### src/verilog/pif_pkg.sv
// ==========================================================================
// shared constants and carriers of the peripheral event flag block
// ==========================================================================
package pif_pkg;

	// ==================================================================
	// bus geometry
	// ==================================================================
	localparam int ADDR_W = 4;
	localparam int DATA_W = 32;

	// ==================================================================
	// register byte offsets
	// ==================================================================
	localparam logic [3:0] FLAGS_OFS  = 4'h0;
	localparam logic [3:0] STATUS_OFS = 4'h4;
	localparam logic [3:0] MASK_OFS   = 4'h8;
	localparam logic [3:0] CONFIG_OFS = 4'hc;

	// ==================================================================
	// flag bit positions
	// ==================================================================
	localparam int BIT_PSP  = 7;
	localparam int BIT_ADC  = 6;
	localparam int BIT_RX   = 5;
	localparam int BIT_TX   = 4;
	localparam int BIT_SSP  = 3;
	localparam int BIT_CCP  = 2;
	localparam int BIT_TIMER_TWO_COUNT = 1;
	localparam int BIT_TIMER_ONE_COUNT = 0;

	// software may write these bits; rx and tx follow their buffers only
	localparam logic [7:0] FLAGS_RW_MASK = 8'hcf;

	// ==================================================================
	// configuration fields
	// ==================================================================
	localparam int CFG_SMALL_BIT = 0;
	localparam int CFG_MODE_LSB  = 1;

	// ==================================================================
	// reset values
	// ==================================================================
	localparam logic [7:0] FLAGS_RST  = 8'h00;
	localparam logic [7:0] STATUS_RST = 8'h00;
	localparam logic [7:0] MASK_RST   = 8'h00;
	localparam logic       SMALL_RST  = 1'h0;

	// ==================================================================
	// types
	// ==================================================================
	typedef enum logic [1:0] {
		PIF_CCP_OFF,
		PIF_CCP_CAPTURE,
		PIF_CCP_COMPARE,
		PIF_CCP_PWM
	} pif_ccp_mode_e;

	// one-cycle event pulses from peripheral logic on ref_clk
	typedef struct packed {
		logic psp_access;
		logic adc_done;
		logic rx_loaded;
		logic rx_read;
		logic tx_drained;
		logic tx_written;
		logic ssp_done;
		logic ccp_capture;
		logic ccp_compare;
		logic timer_two_count_match;
		logic timer_one_count_overflow;
	} pif_evt_s;

	// one accepted bus access, valid for exactly one cycle
	typedef struct packed {
		logic              rd;
		logic              wr;
		logic [ADDR_W-1:0] addr;
		logic [DATA_W-1:0] wdata;
		logic [3:0]        be;
	} pif_req_s;

	// write strobe aimed at one register with its low byte enabled
	function automatic logic reg_wr_hit(input pif_req_s req, input logic [3:0] ofs);
		reg_wr_hit = req.wr && (req.addr == ofs) && req.be[0];
	endfunction

	// read strobe aimed at one register
	function automatic logic reg_rd_hit(input pif_req_s req, input logic [3:0] ofs);
		reg_rd_hit = req.rd && (req.addr == ofs);
	endfunction

endpackage

### src/verilog/pif_flag_cell.sv
`timescale 1ns/100ps
// ==========================================================================
// one sticky flag: set wins over clear
// ==========================================================================
module pif_flag_cell (
	input  wire logic ref_clk,
	input  wire logic srst,
	input  wire logic set_evt,
	input  wire logic clr_evt,
	output logic      flag
);
	typedef struct packed {
		logic flag;
	} pif_cell_s;

	pif_cell_s st;
	pif_cell_s next_st;

	// an event in the clearing cycle must survive
	always_comb begin
		next_st = st;
		if (set_evt) begin
			next_st.flag = 1'b1;
		end else if (clr_evt) begin
			next_st.flag = 1'b0;
		end
	end

	always_ff @(posedge ref_clk) begin
		if (srst) begin
			st <= '0;
		end else begin
			st <= next_st;
		end
	end

	assign flag = st.flag;
endmodule

### src/verilog/pif_avalon_slave.sv
`timescale 1ns/100ps
// ==========================================================================
// avalon-mm slave front end: one wait state on every access
// ==========================================================================
module pif_avalon_slave (
	input  wire logic                           ref_clk,
	input  wire logic                           srst,
	input  wire logic [pif_pkg::ADDR_W-1:0]     avs_address,
	input  wire logic                           avs_read,
	input  wire logic                           avs_write,
	input  wire logic [pif_pkg::DATA_W-1:0]     avs_writedata,
	input  wire logic [3:0]                     avs_byteenable,
	output logic      [pif_pkg::DATA_W-1:0]     avs_readdata,
	output logic                                avs_waitrequest,
	input  wire logic [pif_pkg::DATA_W-1:0]     rdata_in,
	output pif_pkg::pif_req_s                   req
);
	typedef struct packed {
		logic                       ack;
		logic [pif_pkg::DATA_W-1:0] rdata;
	} pif_slv_s;

	pif_slv_s st;
	pif_slv_s next_st;
	logic     first;

	// the request is taken in its first cycle so side effects fire once
	assign first = (avs_read || avs_write) && !st.ack;

	always_comb begin
		next_st     = st;
		next_st.ack = first;
		if (first && avs_read) begin
			next_st.rdata = rdata_in;
		end
	end

	always_ff @(posedge ref_clk) begin
		if (srst) begin
			st <= '0;
		end else begin
			st <= next_st;
		end
	end

	// strobes to the register file
	assign req.rd          = first && avs_read;
	assign req.wr          = first && avs_write;
	assign req.addr        = avs_address;
	assign req.wdata       = avs_writedata;
	assign req.be          = avs_byteenable;
	assign avs_waitrequest = first;
	assign avs_readdata    = st.rdata;
endmodule

### src/verilog/pif_irq_flags.sv
`timescale 1ns/100ps
module pif_irq_flags (
	input  wire logic                           ref_clk,
	input  wire logic                           srst,
	input  wire logic [pif_pkg::ADDR_W-1:0]     avs_address,
	input  wire logic                           avs_read,
	input  wire logic                           avs_write,
	input  wire logic [pif_pkg::DATA_W-1:0]     avs_writedata,
	input  wire logic [3:0]                     avs_byteenable,
	output logic      [pif_pkg::DATA_W-1:0]     avs_readdata,
	output logic                                avs_waitrequest,
	input  pif_pkg::pif_evt_s                   events,
	output logic      [7:0]                     peripheral_event_flags_one,
	output logic                                irq
);
	// ==================================================================
	// state
	// ==================================================================
	typedef struct packed {
		logic [7:0]             status;
		logic [7:0]             mask;
		logic                   small_pkg;
		pif_pkg::pif_ccp_mode_e ccp_mode;
		logic                   irq;
	} pif_top_s;

	pif_top_s          st;
	pif_top_s          next_st;
	pif_pkg::pif_req_s req;
	logic [31:0]       rdata;
	logic [7:0]        flags;
	logic [7:0]        hw_set;
	logic [7:0]        set_v;
	logic [7:0]        clr_v;
	logic              flag_wr;
	logic              status_rd;

	// ==================================================================
	// bus front end
	// ==================================================================
	pif_avalon_slave u_slave (
		.ref_clk         (ref_clk),
		.srst            (srst),
		.avs_address     (avs_address),
		.avs_read        (avs_read),
		.avs_write       (avs_write),
		.avs_writedata   (avs_writedata),
		.avs_byteenable  (avs_byteenable),
		.avs_readdata    (avs_readdata),
		.avs_waitrequest (avs_waitrequest),
		.rdata_in        (rdata),
		.req             (req)
	);

	assign flag_wr   = pif_pkg::reg_wr_hit(req, pif_pkg::FLAGS_OFS);
	assign status_rd = pif_pkg::reg_rd_hit(req, pif_pkg::STATUS_OFS);

	// ==================================================================
	// hardware set conditions, not gated by mask or any global enable
	// ==================================================================
	always_comb begin
		hw_set                    = 8'h00;
		hw_set[pif_pkg::BIT_PSP]  = events.psp_access && !st.small_pkg;
		hw_set[pif_pkg::BIT_ADC]  = events.adc_done;
		hw_set[pif_pkg::BIT_RX]   = events.rx_loaded;
		hw_set[pif_pkg::BIT_TX]   = events.tx_drained;
		hw_set[pif_pkg::BIT_SSP]  = events.ssp_done;
		// pwm and off modes drop both ccp events
		hw_set[pif_pkg::BIT_CCP]  =
			(st.ccp_mode == pif_pkg::PIF_CCP_CAPTURE && events.ccp_capture) ||
			(st.ccp_mode == pif_pkg::PIF_CCP_COMPARE && events.ccp_compare);
		hw_set[pif_pkg::BIT_TIMER_TWO_COUNT] = events.timer_two_count_match;
		hw_set[pif_pkg::BIT_TIMER_ONE_COUNT] = events.timer_one_count_overflow;
	end

	// ==================================================================
	// set and clear vectors for the flag cells
	// ==================================================================
	always_comb begin
		set_v = hw_set;
		clr_v = 8'h00;
		// software writes act only on the writable bits
		if (flag_wr) begin
			set_v = set_v | (req.wdata[7:0] & pif_pkg::FLAGS_RW_MASK);
			clr_v = ~req.wdata[7:0] & pif_pkg::FLAGS_RW_MASK;
		end
		// buffer flags follow their data register accesses
		clr_v[pif_pkg::BIT_RX] = events.rx_read;
		clr_v[pif_pkg::BIT_TX] = events.tx_written;
		// absent slave port: clear must win here, so block the set
		if (st.small_pkg) begin
			set_v[pif_pkg::BIT_PSP] = 1'b0;
			clr_v[pif_pkg::BIT_PSP] = 1'b1;
		end
	end

	// ==================================================================
	// flag storage
	// ==================================================================
	for (genvar i = 0; i < 8; i++) begin : g_flag
		pif_flag_cell u_cell (
			.ref_clk (ref_clk),
			.srst    (srst),
			.set_evt (set_v[i]),
			.clr_evt (clr_v[i]),
			.flag    (flags[i])
		);
	end

	assign peripheral_event_flags_one = flags;

	// ==================================================================
	// interrupt status, mask, configuration
	// ==================================================================
	always_comb begin
		next_st = st;
		// read clears status, but an event in that cycle is kept
		if (status_rd) begin
			next_st.status = 8'h00;
		end
		next_st.status = next_st.status | hw_set;
		if (pif_pkg::reg_wr_hit(req, pif_pkg::MASK_OFS)) begin
			next_st.mask = req.wdata[7:0];
		end
		if (pif_pkg::reg_wr_hit(req, pif_pkg::CONFIG_OFS)) begin
			next_st.small_pkg = req.wdata[pif_pkg::CFG_SMALL_BIT];
			next_st.ccp_mode  = pif_pkg::pif_ccp_mode_e'(
				req.wdata[pif_pkg::CFG_MODE_LSB +: 2]);
		end
		// registered so the output comes straight from a flop
		next_st.irq = |(next_st.status & next_st.mask);
	end

	always_ff @(posedge ref_clk) begin
		if (srst) begin
			st.status    <= pif_pkg::STATUS_RST;
			st.mask      <= pif_pkg::MASK_RST;
			st.small_pkg <= pif_pkg::SMALL_RST;
			st.ccp_mode  <= pif_pkg::PIF_CCP_OFF;
			st.irq       <= 1'b0;
		end else begin
			st <= next_st;
		end
	end

	assign irq = st.irq;

	// ==================================================================
	// read mux; unmapped offsets read zero
	// ==================================================================
	always_comb begin
		rdata = 32'h0000_0000;
		unique case (req.addr)
			pif_pkg::FLAGS_OFS: begin
				rdata[7:0] = flags;
			end
			pif_pkg::STATUS_OFS: begin
				rdata[7:0] = st.status;
			end
			pif_pkg::MASK_OFS: begin
				rdata[7:0] = st.mask;
			end
			pif_pkg::CONFIG_OFS: begin
				rdata[pif_pkg::CFG_SMALL_BIT]     = st.small_pkg;
				rdata[pif_pkg::CFG_MODE_LSB +: 2] = st.ccp_mode;
			end
			default: begin
				rdata = 32'h0000_0000;
			end
		endcase
	end
endmodule

### config.mk
export PLATFORM = sky130hd
export DESIGN_NAME = pif_irq_flags
export DESIGN_NICKNAME = d
export VERILOG_FILES = /design/src/verilog/pif_pkg.sv /design/src/verilog/pif_flag_cell.sv /design/src/verilog/pif_avalon_slave.sv /design/src/verilog/pif_irq_flags.sv
export SDC_FILE = /design/constraint.sdc
export NUM_CORES = 1
export LEC_CHECK = 0
export BUFFER_PORTS_ARGS = -buffer_cell sky130_fd_sc_hd__buf_4
export CAP_MARGIN = 20
export CELL_PAD_IN_SITES_DETAIL_PLACEMENT = 0
export CELL_PAD_IN_SITES_GLOBAL_PLACEMENT = 2
export CORE_MARGIN = 2
export CORE_UTILIZATION = 25
export DETAILED_ROUTE_END_ITERATION = 16
export GPL_ROUTABILITY_DRIVEN = 0
export HOLD_SLACK_MARGIN = 0.1
export PLACE_DENSITY_LB_ADDON = 0.1
export SKIP_LAST_GASP = 1
export SLEW_MARGIN = 20
export SYNTH_ARGS = -nofsm -noshare
export SYNTH_HDL_FRONTEND = slang
export SYNTH_SLANG_ARGS = --single-unit
### constraint.sdc
create_clock -name ref_clk -period 2.13 [get_ports ref_clk]
set_input_delay 0.213 -clock ref_clk [delete_from_list [all_inputs] [get_ports ref_clk]]
set_output_delay 0.213 -clock ref_clk [all_outputs]
set_load 0.1 [all_outputs]
=== Word level (Yosys, flattened, before mapping) ===
Index checks and enable logic that the tools add are counted.

* Reduce and logical (&&, ||, !) cells: 27
* Muxes and demuxes: 24
* Div/mod/pow operators: 0
* Shifts and indexed selects: 0
* Magnitude comparators: 0
* Equality and inequality tests: 5
* Bitwise logic cells: 4
* Add/sub/neg operators: 0
* Multiply operators: 0

{| class="wikitable"
|+ Operators with widths
! kind !! number
|-
| 8-bit two-way mux || 4
|-
| 1-bit two-way mux || 18
|-
| 8-bit bitwise OR || 2
|-
| 2-bit nonzero test || 8
|-
| 5-bit case mux with 3 select lines || 1
|-
| 1-bit logical AND || 13
|-
| 3-bit case mux with 4 select lines || 1
|-
| 8-bit AND || 1
|-
| 4-bit equality test (second input constant) || 2
|-
| 8-bit NOT || 1
|-
| 8-bit OR reduction || 1
|-
| 4-bit by 3-bit equality test with 1-bit output (second input constant) || 1
|-
| 4-bit logical NOT || 1
|-
| 2-bit by 1-bit equality test with 1-bit output (second input constant) || 1
|-
| 2-bit equality test (second input constant) || 1
|-
| 1-bit logical NOT || 2
|-
| 1-bit logical OR || 2
|}

* Output and inout bits: 42
* Bits in writable memories: 0
* Bits of input ports: 55
* ROM bits: 0
* Memories: 0
* Latch bits: 0
* Logic and storage cells: 75
* Register bits: 37

=== Depth between registers and ports, before layout ===
Gate-level depths: netlist (run 1).

* Depth after elaboration: 9
* Mapped depth: 6
* Depth with buffers taken out: 5

=== Hierarchy ===
Synthesis (run 1) repeated with hierarchy kept, for this count alone.

* Cells, all modules: 381
* Area total of the unflattened synthesis: 3413.3 um2

{| class="wikitable"
|+ Modules (own cells, without submodules)
! module !! area an instance (um2) !! sequential area each (um2) !! cells each !! instances
|-
| pif_avalon_slave || 2034.5 || 660.6 || 222 || 1
|-
| pif_irq_flags || 1068.5 || 400.4 || 127 || 1
|-
| pif_flag_cell || 38.8 || 20.0 || 4 || 8
|}

=== Least setup slack after synthesis (run 1) ===
No wires, ideal clock.

* Path kind: register to output
* Start point: reg u_slave.st[32] in the netlist's numbering
* End point: out avs_waitrequest
* Path buffers: 0
* Slack: 0.288 ns
* Arrival time: 1.629 ns
* Cell stages (with the launch flop): 2
* Required time: 1.917 ns
* Cell sequence: dfxtp_1 nor2_1

* Word-level cells in the longest chain between the ends: 2

{| class="wikitable"
|+ Ends and longest elaborated chain
! item !! RTL line !! text
|-
| start, declared || pif_avalon_slave.sv:23 || <nowiki>pif_slv_s st;</nowiki>
|-
| start signal, assigned || pif_avalon_slave.sv:42 || <nowiki>st <= next_st;</nowiki>
|-
| 1-bit logical NOT || pif_avalon_slave.sv:28 || <nowiki>assign first = (avs_read || avs_write) && !st.ack;</nowiki>
|-
| 1-bit logical AND || pif_avalon_slave.sv:28 ||
|-
| end, declared || pif_irq_flags.sv:11 || <nowiki>output logic avs_waitrequest,</nowiki>
|}

No other way between the ends.

=== Worst setup path in the final report (run 1) ===
* Start point: reg u_slave.st[32] in the netlist's numbering
* End point: reg irq (netlist name)

* Word-level cells in the longest chain between the ends: 8
* Elaborated cells between the ends (all ways): 12
* Those cells by class: 2 x mux; 2 x bitwise; 8 x reduce/logical

{| class="wikitable"
|+ Ends and longest elaborated chain
! item !! RTL line !! text
|-
| 1-bit logical NOT (*) || pif_avalon_slave.sv:28 ||
|-
| 1-bit logical AND (*) || pif_avalon_slave.sv:28 ||
|-
| 1-bit logical AND (on tied branches) || pif_avalon_slave.sv:47, pif_avalon_slave.sv:48 ||
|-
| 1-bit logical AND (on tied branches) || pif_pkg.sv:90, pif_pkg.sv:85 ||
|-
| 8-bit two-way mux or 1-bit logical AND (tied branches) || pif_irq_flags.sv:118, pif_pkg.sv:85 ||
|-
| 8-bit bitwise OR or 8-bit two-way mux (tied branches) || pif_irq_flags.sv:121, pif_irq_flags.sv:122 ||
|-
| 8-bit AND (*) || pif_irq_flags.sv:131 || <nowiki>next_st.irq = |(next_st.status & next_st.mask);</nowiki>
|-
| 8-bit OR reduction (*) || pif_irq_flags.sv:131 ||
|}

Mark *: on every way between the ends. The rest lies on a longest branch, timed or not.
A chain may end at the register's enable or synchronous reset.

==> metrics.csv, run 1 <==
metric,value,unit
H-tree depth,2,
part of the power in registers,43.6,%
HPWL Detailed,3.33,mm
GR Layer Usage met1,14.5,%
final hold slack,0.147,ns
total CTS buffers,5,
Switching Share,36.8,%
met2 GRT Util,18.6,%
Buf/Inv on CP,0,
initial drt markers,39,
initial antenna violation count,0,
async set-reset flop share out of synthesis,0,%
Design Power,1.68,mW
P_leak,1.05,nW
cell area after synthesis,0.00187,mm2
Core Region,0.00725,mm2
highest clock rate,535,MHz
largest net degree at the start of global routing,38,
Avg Inst Size Synth,9.10,um2
Total GRT Usage,11.3,%
Final Cycle Share,87.8,%
Max IR drop VDD,0.000208,V
port buffer count,45,
routed len/inst,13.1,um
Finished Core Util,30.8,%
postcts setup bufs,0,
initial core utilization,25.7,%
clk sinks,37,
final setup TNS,0,ns
area occupied by multi-input gates,848,um2
unrepaired setup endpoints after global routing,false,
fin. max-slew vios,0,
kind of critical path,register to register,
fin area,0.00223,mm2
row cnt,31,
Min-Delay Path Class,primary input to register,
Layout Area Growth over Synthesis,19.8,%
Register Area,741,um2
clock-pin slew on the worst setup and hold paths,0.07,ns
minimum clock period,1.87,ns
Max Cap Viol,0,
Post-CTS Hold Fix Bufs,0,
post-synthesis sequential area ratio,39.7,%
post-route setup slack,0.260,ns
r2r setup slk,0.26,ns
distinct cell type count after synthesis,29,
dpl cells,333,
DR DRC count,0,
share of cells above drive strength 1,27.4,%
clock share of power,29.8,%
Pint,1.06,mW
"CP delay by family, top",compound AO/OA/AOI/OAI gates,
worst stage delay on the critical path,0.44,ns
Required @ worst endpoint,2.29,ns
crit path max fanout,8,
routing usage on met3,2.34,%
Post-DP Area,0.00215,mm2
Yosys warnings,0,
# setup viols final,0,
clk buf depth,2,
global-route wire length before repair,7.18,mm
most frequent cells in the layout,"buf_4, dfxtp_1, nor2_1",
die height,90.4,um
worst-skew pair later-pin latency,0.28,ns
Yosys reg bits,37,
"Arr. time, crit path",2.03,ns
CP Launch Type,register,
Main synth FF type,dfxtp_1,
final net count,296,
ANT nets after route,0,
pre-CTS setup slack,0.235,ns
Syn Inst Count,205,
num ports,97,
"non-filler cells, final",340,
drt first pass iters,4,
Psw,617,uW
"critical path, cell by cell","nor4b_4, nand3b_4, a21oi_1, o22ai_1, o41a_1",
vias in the first global route,1380,
combinational power share,26.6,%
clk root buf,clkbuf_8,
GR peak layer,met2,
n_diodes,0,
vias post-DR,1386,
CTS-repair resized insts,0,
die width,90.4,um
Worst setup EP type,register,
outcome,finished clean,
Routed WL,4.44,mm
DR vias/cell,4.08,
Post-synth EDFFs,0,
Fin. Hold Viols,0,
total grt overflow,0,
CTS tree,yes,
"leading cell type in the layout, fill and taps excluded",buf_4,
Worst path slowest cell,o41a_1,
FILL cells,804,
Power Density,752,mW/mm2
die footprint,0.00817,mm2
Worst Skew,0.00388,ns
[worst paths after layout]
check                 start                    end  depth (start not counted)
min reg2reg          st[16]                 st[16]                          2
min               events[6]  g_flag[4].u_cell.flag                          3
max reg2reg  u_slave.st[32]                    irq                          5
max          u_slave.st[32]                    irq                          5
[routing by layer]
metal  vias to the layer above  wire, um
met3                         5       197
met2                        39      2090
li1                        706         -
met5                         -         0
met1                       636      2070
met4                         0        74
[logic make-up after synthesis]
logic type             count (synthesis)  share of synthesized area [%]
buffers and inverters                 56                           19.5
and+or+nand+nor                       51                           13.6
DFF                                   37                           39.7
AOI/OAI and AO/OA                     35                           11.6
muxes                                 25                           15.4
other                                  1                          0.201
[synthesized netlist by cell type (2+ instances only)]
master	number	area, um2
buf_2	2	10.0
dfxtp_1	37	741
o22ai_1	4	25.0
buf_1	2	7.51
mux2i_1	22	220
a22oi_1	8	60.1
mux4_2	3	67.6
nand2_1	8	30.0
inv_1	8	30.0
nand3b_1	2	15.0
buf_4	40	300
nor3_1	2	10.0
nor2_1	32	120
o21ai_0	5	25.0
a21oi_1	13	65.1
clkbuf_1	4	15.0
[flip-flops by register name, indices dropped and copies added, names as in the netlist]
name / flops
g_flag.u_cell.flag: 8
irq: 1
st: 19
u_slave.avs_readdata: 8
u_slave.st: 1
[area by class of cell]
| class | instances | area share (%) |
|---|---|---|
| multi-input combinational | 135 | 38.0 |
| inverter | 8 | 1.34 |
| tap | 99 | 5.54 |
| timing repair buffer | 54 | 18.1 |
| sequential | 37 | 33.1 |
| clock buffer | 7 | 3.86 |
[power groups by stage]
stage	Combinational [mW]	Clock (mW)	Sequential, mW
after CTS	0.451	0.527	0.732
after global routing	0.468	0.558	0.735
after global placement	0.450	0	0.748
after floorplan	0.401	0	0.747
after detailed placement	0.451	0	0.748
final	0.447	0.501	0.732
[worst register-to-register path: stages (launching register included)]
cell and delay (ns):
dfxtp_1 0.38, nor4b_4 0.36, nand3b_4 0.20, a21oi_1 0.26
o22ai_1 0.12, o41a_1 0.44
Note: power is estimated with default switching activity, not from simulation.
==> run 2, diff against run 1 <==
--- a/config.mk
+++ b/config.mk
@@ -5,12 +5,13 @@
 export SDC_FILE = /design/constraint.sdc
 export NUM_CORES = 1
 export LEC_CHECK = 0
+export ABC_AREA = 1
 export BUFFER_PORTS_ARGS = -buffer_cell sky130_fd_sc_hd__buf_4
 export CAP_MARGIN = 20
 export CELL_PAD_IN_SITES_DETAIL_PLACEMENT = 0
 export CELL_PAD_IN_SITES_GLOBAL_PLACEMENT = 2
 export CORE_MARGIN = 2
-export CORE_UTILIZATION = 25
+export CORE_UTILIZATION = 23
 export DETAILED_ROUTE_END_ITERATION = 16
 export GPL_ROUTABILITY_DRIVEN = 0
 export HOLD_SLACK_MARGIN = 0.1
==> run 2 against run 1 <==
Synthesized cell count increased by 46%. Non-clock buffer count decreased by 8. Count of clock-buffer cells in the layout unchanged. Sequential share of layout area decreased by 2.0 points. Flip-flop and latch count unchanged. Register-to-register slack improved by 0.31 ns. Routed wire length increased by 26%. Cell area increased by 6.4%. Largest power group unchanged.
==> metrics.csv, run 2 <==
metric,value,unit,change
outcome,finished clean,,
r2r setup slk,0.58,ns,+0.31 ns
dpl cells,432,,+30%
post-synthesis sequential area ratio,36.2,%,-3.5 points
crit path max fanout,9,,+1
worst stage delay on the critical path,0.32,ns,-0.12 ns
final setup TNS,0,ns,unchanged
kind of critical path,register to register,,
Yosys warnings,0,,unchanged
initial drt markers,37,,-5.1%
Power Density,717,mW/mm2,-4.7%
share of cells above drive strength 1,20.8,%,-6.5 points
DR DRC count,0,,unchanged
ANT nets after route,0,,unchanged
CTS tree,yes,,
unrepaired setup endpoints after global routing,false,,
vias post-DR,1775,,+28%
"Arr. time, crit path",1.71,ns,-0.32 ns
Total GRT Usage,11.7,%,+0.37 points
CP startpoint,u_slave.st[32],,
Max IR drop VDD,0.000235,V,+13%
distinct cell type count after synthesis,26,,-10%
worst r2r src,u_slave.st[32],,
P_leak,1.17,nW,+12%
# setup viols final,0,,unchanged
Min-Delay Path Class,primary input to register,,
RR Endpoint,irq,,
die width,98.3,um,+8.8%
HPWL Detailed,4.25,mm,+28%
Fin. Hold Viols,0,,unchanged
Max Cap Viol,0,,unchanged
initial antenna violation count,0,,unchanged
Synth area leader,dfxtp_1,,
num ports,97,,unchanged
initial core utilization,23.6,%,-2.1 points
Core Region,0.00868,mm2,+20%
GR Layer Usage met1,16.7,%,+2.2 points
CP Launch Type,register,,
pre-CTS setup slack,0.443,ns,+0.208 ns
cell area after synthesis,0.00205,mm2,+9.7%
Routed WL,5.57,mm,+26%
total CTS buffers,5,,unchanged
clk buf depth,2,,unchanged
Avg Inst Size Synth,6.84,um2,-25%
met2 GRT Util,17.9,%,-0.66 points
"critical path, cell by cell","inv_1, nand2_1, nor2_4, nand2_4, nand2_1, nand2_1, nand2_1, nand2_1, nor2_1, a21oi_1",,
final net count,386,,+30%
postcts setup bufs,0,,unchanged
most common cell in the netlist,nand2_1,,
Final Cycle Share,73.0,%,-15 points
clk root buf,clkbuf_8,,
worst-skew pair later-pin latency,0.29,ns,about the same
Reg2Reg Depth,10,,+5
Buf/Inv on CP,1,,+1
Main synth FF type,dfxtp_1,,
Worst setup endpoint,irq,,
Worst Skew,0.00927,ns,+0.00539 ns
minimum clock period,1.55,ns,-0.315 ns
H-tree depth,2,,unchanged
Worst setup EP type,register,,
Required @ worst endpoint,2.29,ns,about the same
Post-CTS Hold Fix Bufs,0,,unchanged
"top cells by area, synth","dfxtp_1, nand2_1, buf_4",,
largest net degree at the start of global routing,31,,-18%
post-synth top area share,36.2,%,-3.5 points
routing usage on met3,1.93,%,-0.40 points
highest clock rate,643,MHz,+20%
Post-synth EDFFs,0,,unchanged
port buffer count,45,,unchanged
CTS-repair resized insts,0,,unchanged
drt first pass iters,4,,unchanged
"non-filler cells, final",439,,+29%
max reg flops,19,,unchanged
n_diodes,0,,unchanged
"leading cell type in the layout, fill and taps excluded",nand2_1,,
global-route wire length before repair,8.81,mm,+23%
die height,98.3,um,+8.8%
fin. max-slew vios,0,,unchanged
row cnt,34,,+9.7%
Layout Area Growth over Synthesis,16.3,%,
die footprint,0.00966,mm2,+18%
Synth top cells by count,"nand2_1, buf_4, dfxtp_1",,
total grt overflow,0,,unchanged
clock-pin slew on the worst setup and hold paths,0.08,ns,about the same
FILL cells,1040,,+29%
routed len/inst,12.7,um,-2.7%
most frequent cells in the layout,"nand2_1, buf_4, dfxtp_1",,
final hold slack,0.143,ns,-0.00419 ns
DR vias/cell,4.04,,-0.81%
Worst path slowest cell,dfxtp_1,,
Syn Inst Count,299,,+46%
post-route setup slack,0.575,ns,+0.315 ns
clk sinks,37,,unchanged
Yosys reg bits,37,,unchanged
async set-reset flop share out of synthesis,0,%,unchanged
GR peak layer,met2,,
"CP delay by family, top",simple AND/OR/NAND/NOR gates,,
CP Depth,10,,+5
largest register by flop count,st,,
vias in the first global route,1657,,+20%
CP dominant cell by count,nand2_1,,
## run 2: kinds of logic after synthesis
group,count (synthesis),share of synthesized area (%)
AND/OR/NAND/NOR,122,26.1
buffers and inverters,86,23.5
AO/OA/AOI/OAI,53,14.0
flip-flops,37,36.2
other,1,0.183
## run 2: per-layer routing
metal	up-vias	wire length [um]
li1	926	-
met1	784	2810
met2	60	2400
met3	5	293
met4	0	63
met5	-	0
## run 2: power by group
group	switching, mW	leakage, nW	internal, mW
Combinational	0.376	0.825	0.0805
Sequential	0.0130	0.303	0.715
Clock	0.262	0.0443	0.258
## run 2: final cells by class
class,instances,area [um2],area share (%)
tap,108,135,5.68
inverter,42,158,6.63
multi-input combinational,199,913,38.4
sequential,37,741,31.1
timing repair buffer,46,345,14.5
clock buffer,7,86.3,3.63
## run 2: worst min-delay path, stage by stage
cell and delay, ns:
buf_4 0.09, o31ai_1 0.06, inv_1 0.04
## run 2: worst min-delay path by stage
stage	from	slack (ns)	cells past startpoint	to
2_1_floorplan	events[9]	0.33	2	g_flag[6].u_cell.flag
3_3_place_gp	events[9]	0.45	3	g_flag[6].u_cell.flag
3_5_place_dp	events[9]	0.44	3	g_flag[6].u_cell.flag
4_1_cts	events[9]	0.13	3	g_flag[6].u_cell.flag
5_1_grt	events[9]	0.16	3	g_flag[6].u_cell.flag
6_report	events[9]	0.14	3	g_flag[6].u_cell.flag
## run 2: through the flow
step           utilization [%]  area [um2]  power [mW]
2_1_floorplan                -        2130        1.15
3_3_place_gp              26.4        2290        1.20
3_5_place_dp              26.4        2290        1.20
4_1_cts                   27.4        2380        1.74
5_1_grt                   27.4        2380        1.79
6_report                  27.4        2380        1.70
==> run 3, diff against run 2 <==
--- a/config.mk
+++ b/config.mk
@@ -5,13 +5,13 @@
 export SDC_FILE = /design/constraint.sdc
 export NUM_CORES = 1
 export LEC_CHECK = 0
-export ABC_AREA = 1
+export ABC_AREA = 0
 export BUFFER_PORTS_ARGS = -buffer_cell sky130_fd_sc_hd__buf_4
 export CAP_MARGIN = 20
 export CELL_PAD_IN_SITES_DETAIL_PLACEMENT = 0
 export CELL_PAD_IN_SITES_GLOBAL_PLACEMENT = 2
 export CORE_MARGIN = 2
-export CORE_UTILIZATION = 23
+export CORE_UTILIZATION = 25
 export DETAILED_ROUTE_END_ITERATION = 16
 export GPL_ROUTABILITY_DRIVEN = 0
 export HOLD_SLACK_MARGIN = 0.1
==> constraint.sdc (replaced) <==
create_clock -name ref_clk -period 1.6 [get_ports ref_clk]
set_input_delay 0.16 -clock ref_clk [delete_from_list [all_inputs] [get_ports ref_clk]]
set_output_delay 0.16 -clock ref_clk [all_outputs]
set_load 0.1 [all_outputs]
==> run 3 against run 2 <==
Critical path depth shrank 5. Routed wire length shrank 16%. The flow now finishes with violations (setup timing). Cell area grew 8.4%.
==> metrics.csv, run 3 (same netlist as run 1, synthesis figures left out) <==
metric,value,unit,change
outcome,finished with violations,,
failing checks,setup timing,,
minimum clock period,1.74,ns,+0.184 ns
total CTS buffers,5,,unchanged
Finished Core Util,35.5,%,+8.1 points
unrepaired setup endpoints after global routing,true,,
largest register by flop count,st,,
crit path max fanout,8,,-1
initial core utilization,25.7,%,+2.1 points
die height,90.4,um,-8.1%
Max Used Layer,met4,,
wl on met1,2.16,mm,-23%
routed len/inst,12.9,um,+1.6%
highest clock rate,575,MHz,-11%
Max IR drop VDD,0.000319,V,+36%
final hold slack,0.101,ns,-0.0427 ns
Required @ worst endpoint,1.77,ns,-0.52 ns
H-tree depth,2,,unchanged
die width,90.4,um,-8.1%
Post-DP Area,0.00232,mm2,+1.1%
HPWL Detailed,3.43,mm,-19%
vias in the first global route,1438,,-13%
initial antenna violation count,0,,unchanged
CP Launch Type,register,,
share of cells above drive strength 1,39.8,%,+19 points
max reg flops,19,,unchanged
num ports,97,,unchanged
dpl cells,351,,-19%
drt first pass iters,4,,unchanged
vias post-DR,1476,,-17%
pre-CTS setup slack,-0.210,ns,-0.653 ns
clk sinks,37,,unchanged
most frequent cells in the layout,"buf_4, dfxtp_1, nor2_1",,
Routed met2 length,2.29,mm,-4.6%
"leading cell type in the layout, fill and taps excluded",buf_4,,
global-route wire length before repair,7.44,mm,-16%
Power Density,888,mW/mm2,+24%
Core Region,0.00725,mm2,-16%
# setup viols final,3,,+3
Routed WL,4.68,mm,-16%
clk root buf,clkbuf_8,,
die footprint,0.00817,mm2,-15%
clk buf depth,2,,unchanged
DR vias/cell,4.07,,+0.56%
Min-Delay Path Class,primary input to register,,
routed wl met3,158,um,-46%
largest net degree at the start of global routing,38,,+23%
P_leak,1.19,nW,+1.0%
total grt overflow,0,,unchanged
clock-pin slew on the worst setup and hold paths,0.07,ns,about the same
port buffer count,45,,unchanged
fin. max-slew vios,0,,unchanged
n_diodes,0,,unchanged
Fin. Hold Viols,0,,unchanged
row cnt,31,,-8.8%
post-route setup slack,-0.138,ns,-0.714 ns
"non-filler cells, final",363,,-17%
Total GRT Usage,11.7,%,+0.017 points
"Arr. time, crit path",1.91,ns,+0.20 ns
ANT nets after route,0,,unchanged
final net count,319,,-17%
kind of critical path,register to register,,
Layout Area Growth over Synthesis,38.2,%,
Worst Skew,0.00296,ns,-0.00631 ns
Final Cycle Share,109,%,+36 points
fin area,0.00258,mm2,+8.4%
DR DRC count,0,,unchanged
worst-skew pair later-pin latency,0.29,ns,about the same
Worst setup EP type,register,,
CTS tree,yes,,
initial drt markers,29,,-22%
Max Cap Viol,0,,unchanged
==> run 3: report_power, final <==
part / internal [mW] / leakage [nW] / switching (mW)
sequential: 0.952 / 0.304 / 0.0238
combinational: 0.151 / 0.837 / 0.489
clock: 0.342 / 0.0443 / 0.329
==> run 3: timing repair <==
action / 4_1_cts / 5_1_grt
endpoints found under the hold margin: 2 / 0
pin swaps: 3 / 1
gates resized for setup: 15 / 8
setup buffers: 2 / 1
hold buffers: 2 / 0
setup endpoints to repair: 10 / 15
==> run 3: stage by stage <==
stage / power [mW] / setup TNS (ns)
after floorplan: 1.53 / -0.0242
after global placement: 1.62 / -0.263
after detailed placement: 1.62 / -0.289
after CTS: 2.32 / -0.465
after global routing: 2.41 / -1.42
final: 2.29 / -0.209
==> run 3: worst max-delay path, stage by stage (launching register included) <==
cell,delay [ns]
dfxtp_4,0.36
nor4b_4,0.30
nand3b_4,0.21
a21oi_2,0.23
o22ai_2,0.10
o41a_1,0.42
==> run 3: area by class of cell <==
type | instances | area [um2]
Sequential cell | 37 | 744
Multi-Input combinational cell | 135 | 985
Inverter | 8 | 30.0
Clock buffer | 7 | 86.3
Tap cell | 99 | 124
Timing Repair Buffer | 77 | 608
Fill cell | 760 | 4680
==> run 3: layer usage <==
metal | track usage (%) | vias to the layer above
met1 | 15.8 | 678
met4 | 3.85 | 0
met2 | 19.0 | 41
li1 | - | 752
met3 | 2.00 | 5
met5 | 0 | -
==> run 3: path summary, 6_finish.rpt <==
check,from,end,slack (ns),cells past startpoint
hold reg to reg,st[13],st[13],0.51,2
hold / removal,events[1],st[13],0.10,3
setup / recovery,u_slave.st[32],irq,-0.14,5
setup reg to reg,u_slave.st[32],irq,-0.14,5
